<file path="src/gauge_pkg.sv">
// Function
// - Contrast 1..120 stored on confirm
// - Normal or diagnostic layout applied on confirm
// - Normal layout hides relay indicator when de-energized
// - Diagnostic layout shows electrical values, selected unit
// - Flip screen; values hidden once saved, until exited
// - Saver alternates dark then lit each 12h
// - Saver off-then-on restarts with dark period
// - Torr, millibar or pascal unit for all
// - Sixteen gas entries, nitrogen default
// - Gauge error: filament off, latched, blocks on
// - Error clear works from any control source
// - Low-current overpressure trip, limit capped
// - High-current trip threshold fixed
// - High current: turn-on only at or below threshold
// - Discrete filament on only while grounded
// - Grounded emission input selects high current
// - Discrete degas only while filament on
// - Host control command switches via safe state
// - Switching command off turns off, on stays
// - Host control ignores discrete inputs
// - Only host reset returns to discrete control
// - Front panel control ignores discrete and host
package gauge_pkg;
   localparam longint unsigned CLK_HZ = 125_000_000;
   localparam logic [7:0] ADR_DISP = 8'h00;
   localparam logic [7:0] ADR_SETUP = 8'h04;
   localparam logic [7:0] ADR_LIMIT = 8'h08;
   localparam logic [7:0] ADR_CMD = 8'h0c;
   localparam logic [7:0] ADR_STATUS = 8'h10;
   localparam logic [6:0] CONTRAST_MIN = 7'h01;
   localparam logic [6:0] CONTRAST_MAX = 7'h78;
   localparam logic [6:0] CONTRAST_DEF = 7'h0a;
   localparam logic [1:0] UNIT_TORR = 2'h0;
   localparam logic [1:0] UNIT_PASCAL = 2'h2;
   localparam logic [3:0] GAS_N2 = 4'h0;
   localparam logic [15:0] LIMIT_MAX = 16'hf000;
   localparam logic [15:0] HI_LIMIT = 16'hd000;
   localparam int F_LAYOUT = 8;
   localparam int F_FLIP = 9;
   localparam int F_SAVER = 0;
   localparam int F_UNIT = 1;
   localparam int F_GAS = 3;
   localparam int F_FRONT = 7;
   localparam int F_CONTRAST = 0;
   localparam int S_FIL = 0;
   localparam int S_EMIS = 1;
   localparam int S_DEGAS = 2;
   localparam int S_ERR = 3;
   localparam int S_SRC = 4;
   localparam int S_LIT = 6;
   localparam int S_MENU = 7;
   localparam int S_PINS = 8;
   localparam int S_CONTRAST = 16;
   localparam int S_LAYOUT = 24;
   localparam int S_FLIP = 25;
   localparam int C_CONFIRM = 0;
   localparam int C_EXIT = 1;
   localparam int C_FIL_ON = 2;
   localparam int C_FIL_OFF = 3;
   localparam int C_EMIS_LOW = 4;
   localparam int C_EMIS_HIGH = 5;
   localparam int C_DEGAS_ON = 6;
   localparam int C_DEGAS_OFF = 7;
   localparam int C_CLEAR = 8;
   localparam longint unsigned DEBOUNCE_US = 10;
   localparam longint unsigned DEB_CYC = (DEBOUNCE_US * CLK_HZ + 999_999) / 1_000_000;
   localparam logic [10:0] DEB_LAST = 11'(DEB_CYC - 1);
   localparam longint unsigned SAVER_HOURS = 12;
   localparam longint unsigned SAVER_CYC = SAVER_HOURS * 64'd3600 * CLK_HZ;
   localparam int SAVER_W = 43;
   typedef enum logic [2:0] {
      HC_READ, HC_FIL_ON, HC_FIL_OFF, HC_DEGAS_ON,
      HC_DEGAS_OFF, HC_EMIS_LOW, HC_EMIS_HIGH, HC_RESET
   } host_cmd_t;
   typedef enum logic [1:0] {SRC_DISCRETE, SRC_SAFE, SRC_HOST} src_t;
endpackage

</file>
<file path="src/ion_gauge_control_arbiter.sv">
// Our own choices: the register addresses and the Wishbone slave port.
`timescale 1ns/1ns
module ion_gauge_control_arbiter #(
   parameter longint unsigned SAVER_CYCLES = gauge_pkg::SAVER_CYC
) (
   input wire logic clk_i,
   input wire logic rst_n_i,
   input wire logic wb_cyc_i,
   input wire logic wb_stb_i,
   input wire logic wb_we_i,
   input wire logic [7:0] wb_adr_i,
   input wire logic [3:0] wb_sel_i,
   input wire logic [31:0] wb_dat_i,
   output logic [31:0] wb_dat_o,
   output logic wb_ack_o,
   input wire logic fil_enable_n_i,
   input wire logic emission_select_n_i,
   input wire logic degas_n_i,
   input wire logic host_cmd_valid_i,
   input wire logic [2:0] host_cmd_i,
   input wire logic [15:0] pressure_i,
   input wire logic emission_fail_i,
   input wire logic relay_energized_i,
   output logic filament_on_o,
   output logic emission_high_o,
   output logic degas_on_o,
   output logic gauge_error_o,
   output logic host_control_o,
   output logic [6:0] contrast_o,
   output logic diagnostic_display_layout_o,
   output logic flip_o,
   output logic values_visible_o,
   output logic setpoint_relay_indicator_o,
   output logic saver_lit_o,
   output logic [1:0] unit_o,
   output logic [3:0] gas_o
);
   typedef struct packed {
      logic ack;
      logic [31:0] dat;
      logic [2:0] s1;
      logic [2:0] s2;
      logic [2:0] stab;
      logic [2:0][10:0] deb;
      gauge_pkg::src_t src;
      gauge_pkg::host_cmd_t pend;
      logic hfil;
      logic hemis;
      logic hdeg;
      logic pfil;
      logic pemis;
      logic pdeg;
      logic fil;
      logic emis;
      logic deg;
      logic err;
      logic [6:0] pc;
      logic pl;
      logic pf;
      logic [6:0] contrast;
      logic layout;
      logic flip;
      logic menu;
      logic saver;
      logic [1:0] unit;
      logic [3:0] gas;
      logic front;
      logic [15:0] limit;
      logic [gauge_pkg::SAVER_W-1:0] scnt;
      logic lit;
      logic vis;
      logic rly;
      logic host;
   } st_t;

   localparam logic [gauge_pkg::SAVER_W-1:0] SAVER_LAST =
      gauge_pkg::SAVER_W'(SAVER_CYCLES - 1);

   st_t q;
   st_t d;
   logic hit;
   logic wr;
   logic [31:0] cmd;
   logic [31:0] wdat;
   logic [31:0] disp_word;
   logic [31:0] setup_word;
   logic [31:0] stat_word;
   logic hctl;
   logic apply_en;
   gauge_pkg::host_cmd_t acmd;
   logic rf;
   logic re;
   logic rdg;
   logic trip;
   logic allow;

   // Byte-lane merge, shared by every writable register
   function automatic logic [31:0] merge(input logic [31:0] old, input logic [31:0] nw,
                                         input logic [3:0] sel);
      logic [31:0] r;
      r = old;
      for (int b = 0; b < 4; b++) begin
         if (sel[b]) begin
            r[b*8 +: 8] = nw[b*8 +: 8];
         end
      end
      return r;
   endfunction

   function automatic logic is_control(input logic [2:0] c);
      return (c != gauge_pkg::HC_READ) && (c != gauge_pkg::HC_RESET);
   endfunction

   always_comb begin
      disp_word = '0;
      disp_word[gauge_pkg::F_CONTRAST +: 7] = q.pc;
      disp_word[gauge_pkg::F_LAYOUT] = q.pl;
      disp_word[gauge_pkg::F_FLIP] = q.pf;
      setup_word = '0;
      setup_word[gauge_pkg::F_SAVER] = q.saver;
      setup_word[gauge_pkg::F_UNIT +: 2] = q.unit;
      setup_word[gauge_pkg::F_GAS +: 4] = q.gas;
      setup_word[gauge_pkg::F_FRONT] = q.front;
      stat_word = '0;
      stat_word[gauge_pkg::S_FIL] = q.fil;
      stat_word[gauge_pkg::S_EMIS] = q.emis;
      stat_word[gauge_pkg::S_DEGAS] = q.deg;
      stat_word[gauge_pkg::S_ERR] = q.err;
      stat_word[gauge_pkg::S_SRC +: 2] = q.src;
      stat_word[gauge_pkg::S_LIT] = q.lit;
      stat_word[gauge_pkg::S_MENU] = q.menu;
      stat_word[gauge_pkg::S_PINS +: 3] = q.stab;
      stat_word[gauge_pkg::S_CONTRAST +: 7] = q.contrast;
      stat_word[gauge_pkg::S_LAYOUT] = q.layout;
      stat_word[gauge_pkg::S_FLIP] = q.flip;
   end

   always_comb begin
      d = q;
      wdat = '0;
      cmd = '0;
      acmd = gauge_pkg::HC_READ;
      apply_en = 1'b0;

      // Pins are asynchronous: two flops, then a stable count
      // Raw capture; inverted only after the second flop
      d.s1 = {degas_n_i, emission_select_n_i, fil_enable_n_i};
      d.s2 = q.s1;
      for (int i = 0; i < 3; i++) begin
         if (~q.s2[i] == q.stab[i]) begin
            d.deb[i] = '0;
         end else if (q.deb[i] == gauge_pkg::DEB_LAST) begin
            d.stab[i] = ~q.s2[i];
            d.deb[i] = '0;
         end else begin
            d.deb[i] = q.deb[i] + 11'h001;
         end
      end

      // Wishbone classic, one wait state, unmapped reads zero
      hit = wb_cyc_i & wb_stb_i & ~q.ack;
      wr = hit & wb_we_i;
      d.ack = hit;
      d.dat = '0;
      if (hit && !wb_we_i) begin
         case (wb_adr_i)
            gauge_pkg::ADR_DISP: begin
               d.dat = disp_word;
            end
            gauge_pkg::ADR_SETUP: begin
               d.dat = setup_word;
            end
            gauge_pkg::ADR_LIMIT: begin
               d.dat = {16'h0000, q.limit};
            end
            gauge_pkg::ADR_STATUS: begin
               d.dat = stat_word;
            end
            default: begin
               d.dat = '0;
            end
         endcase
      end

      if (wr && wb_adr_i == gauge_pkg::ADR_DISP) begin
         wdat = merge(disp_word, wb_dat_i, wb_sel_i);
         d.pc = wdat[gauge_pkg::F_CONTRAST +: 7];
         d.pl = wdat[gauge_pkg::F_LAYOUT];
         d.pf = wdat[gauge_pkg::F_FLIP];
         d.menu = 1'b1;
      end
      if (wr && wb_adr_i == gauge_pkg::ADR_SETUP) begin
         wdat = merge(setup_word, wb_dat_i, wb_sel_i);
         d.saver = wdat[gauge_pkg::F_SAVER];
         // Code 3 names no unit, so the old one stays
         if (wdat[gauge_pkg::F_UNIT +: 2] <= gauge_pkg::UNIT_PASCAL) begin
            d.unit = wdat[gauge_pkg::F_UNIT +: 2];
         end
         d.gas = wdat[gauge_pkg::F_GAS +: 4];
         d.front = wdat[gauge_pkg::F_FRONT];
         // Panel takes over from the current state, no jump
         if (wdat[gauge_pkg::F_FRONT] && !q.front) begin
            d.pfil = q.fil;
            d.pemis = q.emis;
            d.pdeg = q.deg;
         end
      end
      if (wr && wb_adr_i == gauge_pkg::ADR_LIMIT) begin
         wdat = merge({16'h0000, q.limit}, wb_dat_i, wb_sel_i);
         if (wdat[15:0] <= gauge_pkg::LIMIT_MAX) begin
            d.limit = wdat[15:0];
         end
      end
      if (wr && wb_adr_i == gauge_pkg::ADR_CMD) begin
         cmd = merge(32'h0000_0000, wb_dat_i, wb_sel_i);
      end

      // Display settings
      if (cmd[gauge_pkg::C_CONFIRM]) begin
         if (q.pc >= gauge_pkg::CONTRAST_MIN && q.pc <= gauge_pkg::CONTRAST_MAX) begin
            d.contrast = q.pc;
         end
         d.layout = q.pl;
         d.flip = q.pf;
      end
      if (cmd[gauge_pkg::C_EXIT]) begin
         d.menu = 1'b0;
      end
      d.vis = ~(q.flip & q.menu);
      d.rly = relay_energized_i & ~q.layout;

      // Saver off holds the dark phase, so re-enable restarts it
      if (!q.saver) begin
         d.scnt = '0;
         d.lit = 1'b0;
      end else if (q.scnt == SAVER_LAST) begin
         d.scnt = '0;
         d.lit = ~q.lit;
      end else begin
         d.scnt = q.scnt + 1'b1;
      end

      // Control source
      hctl = host_cmd_valid_i & is_control(host_cmd_i) & ~q.front;
      case (q.src)
         gauge_pkg::SRC_DISCRETE: begin
            if (hctl) begin
               d.src = gauge_pkg::SRC_SAFE;
               d.pend = gauge_pkg::host_cmd_t'(host_cmd_i);
               d.hfil = q.fil;
               d.hemis = q.emis;
               d.hdeg = 1'b0;
            end
         end
         gauge_pkg::SRC_SAFE: begin
            d.src = gauge_pkg::SRC_HOST;
            apply_en = 1'b1;
            acmd = q.pend;
         end
         gauge_pkg::SRC_HOST: begin
            if (host_cmd_valid_i && host_cmd_i == gauge_pkg::HC_RESET) begin
               d.src = gauge_pkg::SRC_DISCRETE;
               d.hdeg = 1'b0;
            end else if (hctl) begin
               apply_en = 1'b1;
               acmd = gauge_pkg::host_cmd_t'(host_cmd_i);
            end
         end
         default: begin
            d.src = gauge_pkg::SRC_DISCRETE;
         end
      endcase
      d.host = (d.src != gauge_pkg::SRC_DISCRETE);
      if (apply_en) begin
         case (acmd)
            gauge_pkg::HC_FIL_ON: begin
               d.hfil = 1'b1;
            end
            gauge_pkg::HC_FIL_OFF: begin
               d.hfil = 1'b0;
            end
            gauge_pkg::HC_DEGAS_ON: begin
               d.hdeg = 1'b1;
            end
            gauge_pkg::HC_DEGAS_OFF: begin
               d.hdeg = 1'b0;
            end
            gauge_pkg::HC_EMIS_LOW: begin
               d.hemis = 1'b0;
            end
            gauge_pkg::HC_EMIS_HIGH: begin
               d.hemis = 1'b1;
            end
            default: begin
               d.hdeg = d.hdeg;
            end
         endcase
      end

      // Panel keys count only with front panel control
      if (q.front) begin
         if (cmd[gauge_pkg::C_FIL_ON]) begin
            d.pfil = 1'b1;
         end
         if (cmd[gauge_pkg::C_FIL_OFF]) begin
            d.pfil = 1'b0;
         end
         if (cmd[gauge_pkg::C_EMIS_LOW]) begin
            d.pemis = 1'b0;
         end
         if (cmd[gauge_pkg::C_EMIS_HIGH]) begin
            d.pemis = 1'b1;
         end
         if (cmd[gauge_pkg::C_DEGAS_ON]) begin
            d.pdeg = 1'b1;
         end
         if (cmd[gauge_pkg::C_DEGAS_OFF]) begin
            d.pdeg = 1'b0;
         end
      end

      // Request of the source in authority
      if (q.front) begin
         rf = q.pfil;
         re = q.pemis;
         rdg = q.pdeg;
      end else if (q.src == gauge_pkg::SRC_DISCRETE) begin
         rf = q.stab[0];
         re = q.stab[1];
         rdg = q.stab[2];
      end else if (q.src == gauge_pkg::SRC_SAFE) begin
         rf = q.fil;
         re = q.emis;
         rdg = 1'b0;
      end else begin
         rf = q.hfil;
         re = q.hemis;
         rdg = q.hdeg;
      end

      // Interlocks
      trip = q.fil & (emission_fail_i |
             (q.emis ? (pressure_i > gauge_pkg::HI_LIMIT)
                     : (pressure_i > q.limit)));
      // A trip in the clear cycle still latches
      d.err = trip | (q.err & ~cmd[gauge_pkg::C_CLEAR]);
      allow = ~re | (pressure_i <= gauge_pkg::HI_LIMIT);
      d.fil = rf & ~trip & ~q.err & (q.fil | allow);
      d.emis = re;
      d.deg = rdg & q.fil & d.fil;
      if (trip) begin
         d.pfil = 1'b0;
         d.hfil = 1'b0;
         d.pdeg = 1'b0;
         d.hdeg = 1'b0;
      end
   end

   always_ff @(posedge clk_i) begin
      if (!rst_n_i) begin
         q <= '0;
         q.pc <= gauge_pkg::CONTRAST_DEF;
         q.contrast <= gauge_pkg::CONTRAST_DEF;
         q.saver <= 1'b1;
         q.unit <= gauge_pkg::UNIT_TORR;
         q.gas <= gauge_pkg::GAS_N2;
         q.limit <= gauge_pkg::LIMIT_MAX;
         q.vis <= 1'b1;
         q.s1 <= '1;
         q.s2 <= '1;
      end else begin
         q <= d;
      end
   end

   assign wb_dat_o = q.dat;
   assign wb_ack_o = q.ack;
   assign filament_on_o = q.fil;
   assign emission_high_o = q.emis;
   assign degas_on_o = q.deg;
   assign gauge_error_o = q.err;
   assign host_control_o = q.host;
   assign contrast_o = q.contrast;
   assign diagnostic_display_layout_o = q.layout;
   assign flip_o = q.flip;
   assign values_visible_o = q.vis;
   assign setpoint_relay_indicator_o = q.rly;
   assign saver_lit_o = q.lit;
   assign unit_o = q.unit;
   assign gas_o = q.gas;
endmodule

</file>
<file path="config.mk">
export PLATFORM = sky130hd
export DESIGN_NAME = ion_gauge_control_arbiter
export DESIGN_NICKNAME = d
export VERILOG_FILES = /design/src/gauge_pkg.sv /design/src/ion_gauge_control_arbiter.sv
export SDC_FILE = /design/constraint.sdc
export NUM_CORES = 1
export LEC_CHECK = 0
export BUFFER_PORTS_ARGS = -buffer_cell sky130_fd_sc_hd__buf_4
export CAP_MARGIN = 10
export CELL_PAD_IN_SITES_DETAIL_PLACEMENT = 0
export CELL_PAD_IN_SITES_GLOBAL_PLACEMENT = 1
export CORE_UTILIZATION = 43
export DETAILED_ROUTE_END_ITERATION = 8
export PLACE_DENSITY_LB_ADDON = 0.12
export SYNTH_ARGS = -nofsm -noshare
export SYNTH_HDL_FRONTEND = slang
export SYNTH_SLANG_ARGS = --single-unit
</file>
<file path="constraint.sdc">
create_clock -name clk_i -period 2.7 [get_ports clk_i]
set_input_delay 0.27 -clock clk_i [delete_from_list [all_inputs] [get_ports clk_i]]
set_output_delay 0.27 -clock clk_i [all_outputs]
set_load 0.02 [all_outputs]
</file>
==> results.sh <==
export IMPL_peakVddDrop_uv=431.8
export IMPL_rows=50
export IMPL_syn_area_per_cell_sq_um=8.743
export IMPL_post_place_cells=1263
export IMPL_p_leak_nw=3.805
export IMPL_grtUsageTotal_pct=20.85
export IMPL_gp_congestion=0.8275
export IMPL_fin_crit_ps=2302
export IMPL_ys_seq_elements=173
export IMPL_syn_inst=962
export IMPL_ios=130
export IMPL_fin_skew_ps=9.939
export IMPL_cts_buffers=17
export IMPL_synthArstFlopShare_pct=0
export IMPL_dp_final_hpwl_mm=14.62
export IMPL_nFillCells=1853
export IMPL_tritoncts="done"
export IMPL_cts_reportedPaths_clkPinSlew_ps=70
export IMPL_viasPerCell=5.255
export IMPL_seq_area_sq_um=3463
export IMPL_cts_buffer_depth=2
export IMPL_start_util_pct=44.37
export IMPL_antenna_cells=0
export IMPL_initialDrtViolationCount=445
export IMPL_areaGrowthSynthToFinish_pct=15.81
export IMPL_synth_ff_type="dfxtp_1"
export IMPL_synth_top_cells_by_count="173 x dfxtp_1, 112 x nor2_1, 93 x nand2_1"
export IMPL_placedInstanceArea_sq_um=9166
export IMPL_outcome="finished clean"
export IMPL_core_area_sq_um=18960
export IMPL_die_w_microns=141.9
export IMPL_synth_top_cells_by_area="dfxtp_1 41%, nor2_1 5.0%, buf_4 4.5%, xor2_1 4.2%, nand2_1 4.2%"
export IMPL_post_cts_buffers=0
export IMPL_drtPass1Iterations=7
export IMPL_netlist_area_leader_share_pct=41.18
export IMPL_rr_startpoint="q[36]"
export IMPL_totalWireLength_mm=20.25
export IMPL_drv_cap=0
export IMPL_synth_most_common_cell="dfxtp_1"
export IMPL_netlist_top_cell_by_area="dfxtp_1"
export IMPL_grt_pass1_vias=6300
export IMPL_worst_pin_slew_ps=1034
export IMPL_synth_edf_count=0
export IMPL_layout_nets=1124
export IMPL_ant_nets=0
export IMPL_multi_input_area_sq_um=4314
export IMPL_clock_latency_ps=430
export IMPL_dr_max_layer_used="met4"
export IMPL_layout_setup_ws_ps=397.7
export IMPL_path_class="reg2reg"
export IMPL_fin_setup_tns_ps=0
export IMPL_grt_overflow=0
export IMPL_drv_slew=0
export IMPL_die_h_microns=141.9
export IMPL_rsz0062_at_grt="no"
export IMPL_end_kind="flip-flop"
export IMPL_yosysWarnings=0
export IMPL_drive_above_1_share_pct=17.37
export IMPL_grt_pass1_wl_mm=32.84
export IMPL_p_per_area_nw_per_um2=543.2
export IMPL_finalNonFillerCells=1296
export IMPL_cp_start_kind="flip-flop"
export IMPL_hold_violations=0
export IMPL_wl_met1_mm=10.08
export IMPL_antenna_found_initial=0
export IMPL_hold_class="in2reg"
export IMPL_cts_root_buffer="clkbuf_16"
export IMPL_setup_violations=0
export IMPL_maxSlewHeadroom_pct=30.76
export IMPL_min_period_over_period_pct=85.27
export IMPL_final_area_sq_um=9741
export IMPL_grt_max_degree=44
export IMPL_holdCritStartpoint="emission_select_n_i"
export IMPL_dieArea_sq_um=20120
export IMPL_cts_htree_levels=4
export IMPL_cts_sinks=173
export IMPL_arrival_ps=2620
export IMPL_via_count=6811
export IMPL_crit_fanout=43
export IMPL_wl_met3_mm=1.133
export IMPL_wl_per_cell_microns=15.63
export IMPL_drc_errors=0
export IMPL_synth_seq_area_share_pct=41.18
export IMPL_ys_types=68
export IMPL_fmax_mhz=434.3
export IMPL_route_met2_wl_mm=8.883
export IMPL_worstPathRequired_ps=3020
export IMPL_netlist_area_sq_um=8411
export IMPL_startpoint="q[36]"
export IMPL_portBuffers=104
export IMPL_preCtsSetupSlack_ps=393.5
state kept, by name, summed over array words and instances (netlist names), 2 cells and up:
register / cells
q: 112
wb_dat_o: 25
disp_word: 9
contrast_o: 7
gas_o: 4
d: 3
unit_o: 2
power by group:
group / switching (mW) / total [mW] / internal (mW)
sequential: 0.0181 / 2.59 / 2.57
clock: 1.12 / 2.37 / 1.25
combinational: 0.197 / 0.335 / 0.139
cells by family (layout without fill, tap and decap cells):
| family | Yosys count | count (layout) | share of synthesized area (%) |
|---|---|---|---|
| flops | 173 | 173 | 41.18 |
| compound gates | 122 | 122 | 10.16 |
| fa+ha+maj | 27 | 27 | 4.017 |
| simple gates | 422 | 422 | 26.27 |
| xor+xnor | 62 | 62 | 6.456 |
| other cells | 1 | 7 | 0.04459 |
| mux | 34 | 34 | 4.076 |
| buf+inv | 121 | 189 | 7.795 |
critical path, stage by stage (launching register included):
cell and delay [ps]:
dfxtp_1 420, or4b_2 610, nor4_1 320, and4_1 270, or2_1 150, buf_12 220
o21ba_2 180
per-stage QoR:
step                      utilization (%)  power, mW  hold WS (ps)
final                               51.39      5.292         22.35
after global routing                51.39      5.503         17.54
after CTS                           51.33      5.354         3.488
after detailed placement            48.36      2.983         392.6
after global placement              48.36      2.981         393.3
after floorplan                         -      2.835         365.6
repair_timing:
action / CTS / global route
hold endpoints to repair: 0 / 1
gates resized for setup: 0 / 0
setup endpoints to repair: 0 / 0
hold buffers: 0 / 1
placed cells by master (no fill, tap or decap), drive strengths merged, types with 4 or more instances in the layout:
| cell type | n |
|---|---|
| clkbuf | 19 |
| o21ai | 18 |
| inv | 41 |
| nor3b | 4 |
| nor2 | 112 |
| nand3 | 47 |
| or3 | 7 |
| and3 | 38 |
| nor4b | 5 |
| a31oi | 4 |
| nand2b | 11 |
| and2 | 7 |
| dfxtp | 173 |
| ha | 27 |
| buf | 124 |
| xor2 | 40 |
| mux2i | 32 |
| o31ai | 5 |
| nand4b | 5 |
| a21oi | 45 |
| a22oi | 4 |
| nand2 | 93 |
| and4 | 9 |
| nand4 | 30 |
| nor4 | 13 |
| xnor2 | 22 |
| or2 | 6 |
| conb | 7 |
| a222oi | 10 |
| nor3 | 20 |
| or4 | 8 |
final cells by class:
cell class                      count  share of cell area, %
Inverter                           32                  1.233
Clock buffer                       19                  4.547
Tap cell                          260                  3.340
Multi-Input combinational cell    674                  44.29
Sequential cell                   173                  35.56
Timing Repair Buffer              125                  9.788
Clock inverter                     13                  1.246
path summary, 6_finish.rpt:
kind / endpoint / slack (ps) / cells after the start
min: d[142] / 20 / 2
max: q[34] / 400 / 6
max reg2reg: q[34] / 400 / 6
min reg2reg: q[141] / 410 / 1
layer usage:
layer	vias up	track usage, %
li1	3461	-
met1	3170	29.49
met2	172	32.49
met3	8	3.847
met4	0	5.433
met5	-	0
Note: power is estimated with default switching activity, not from simulation.
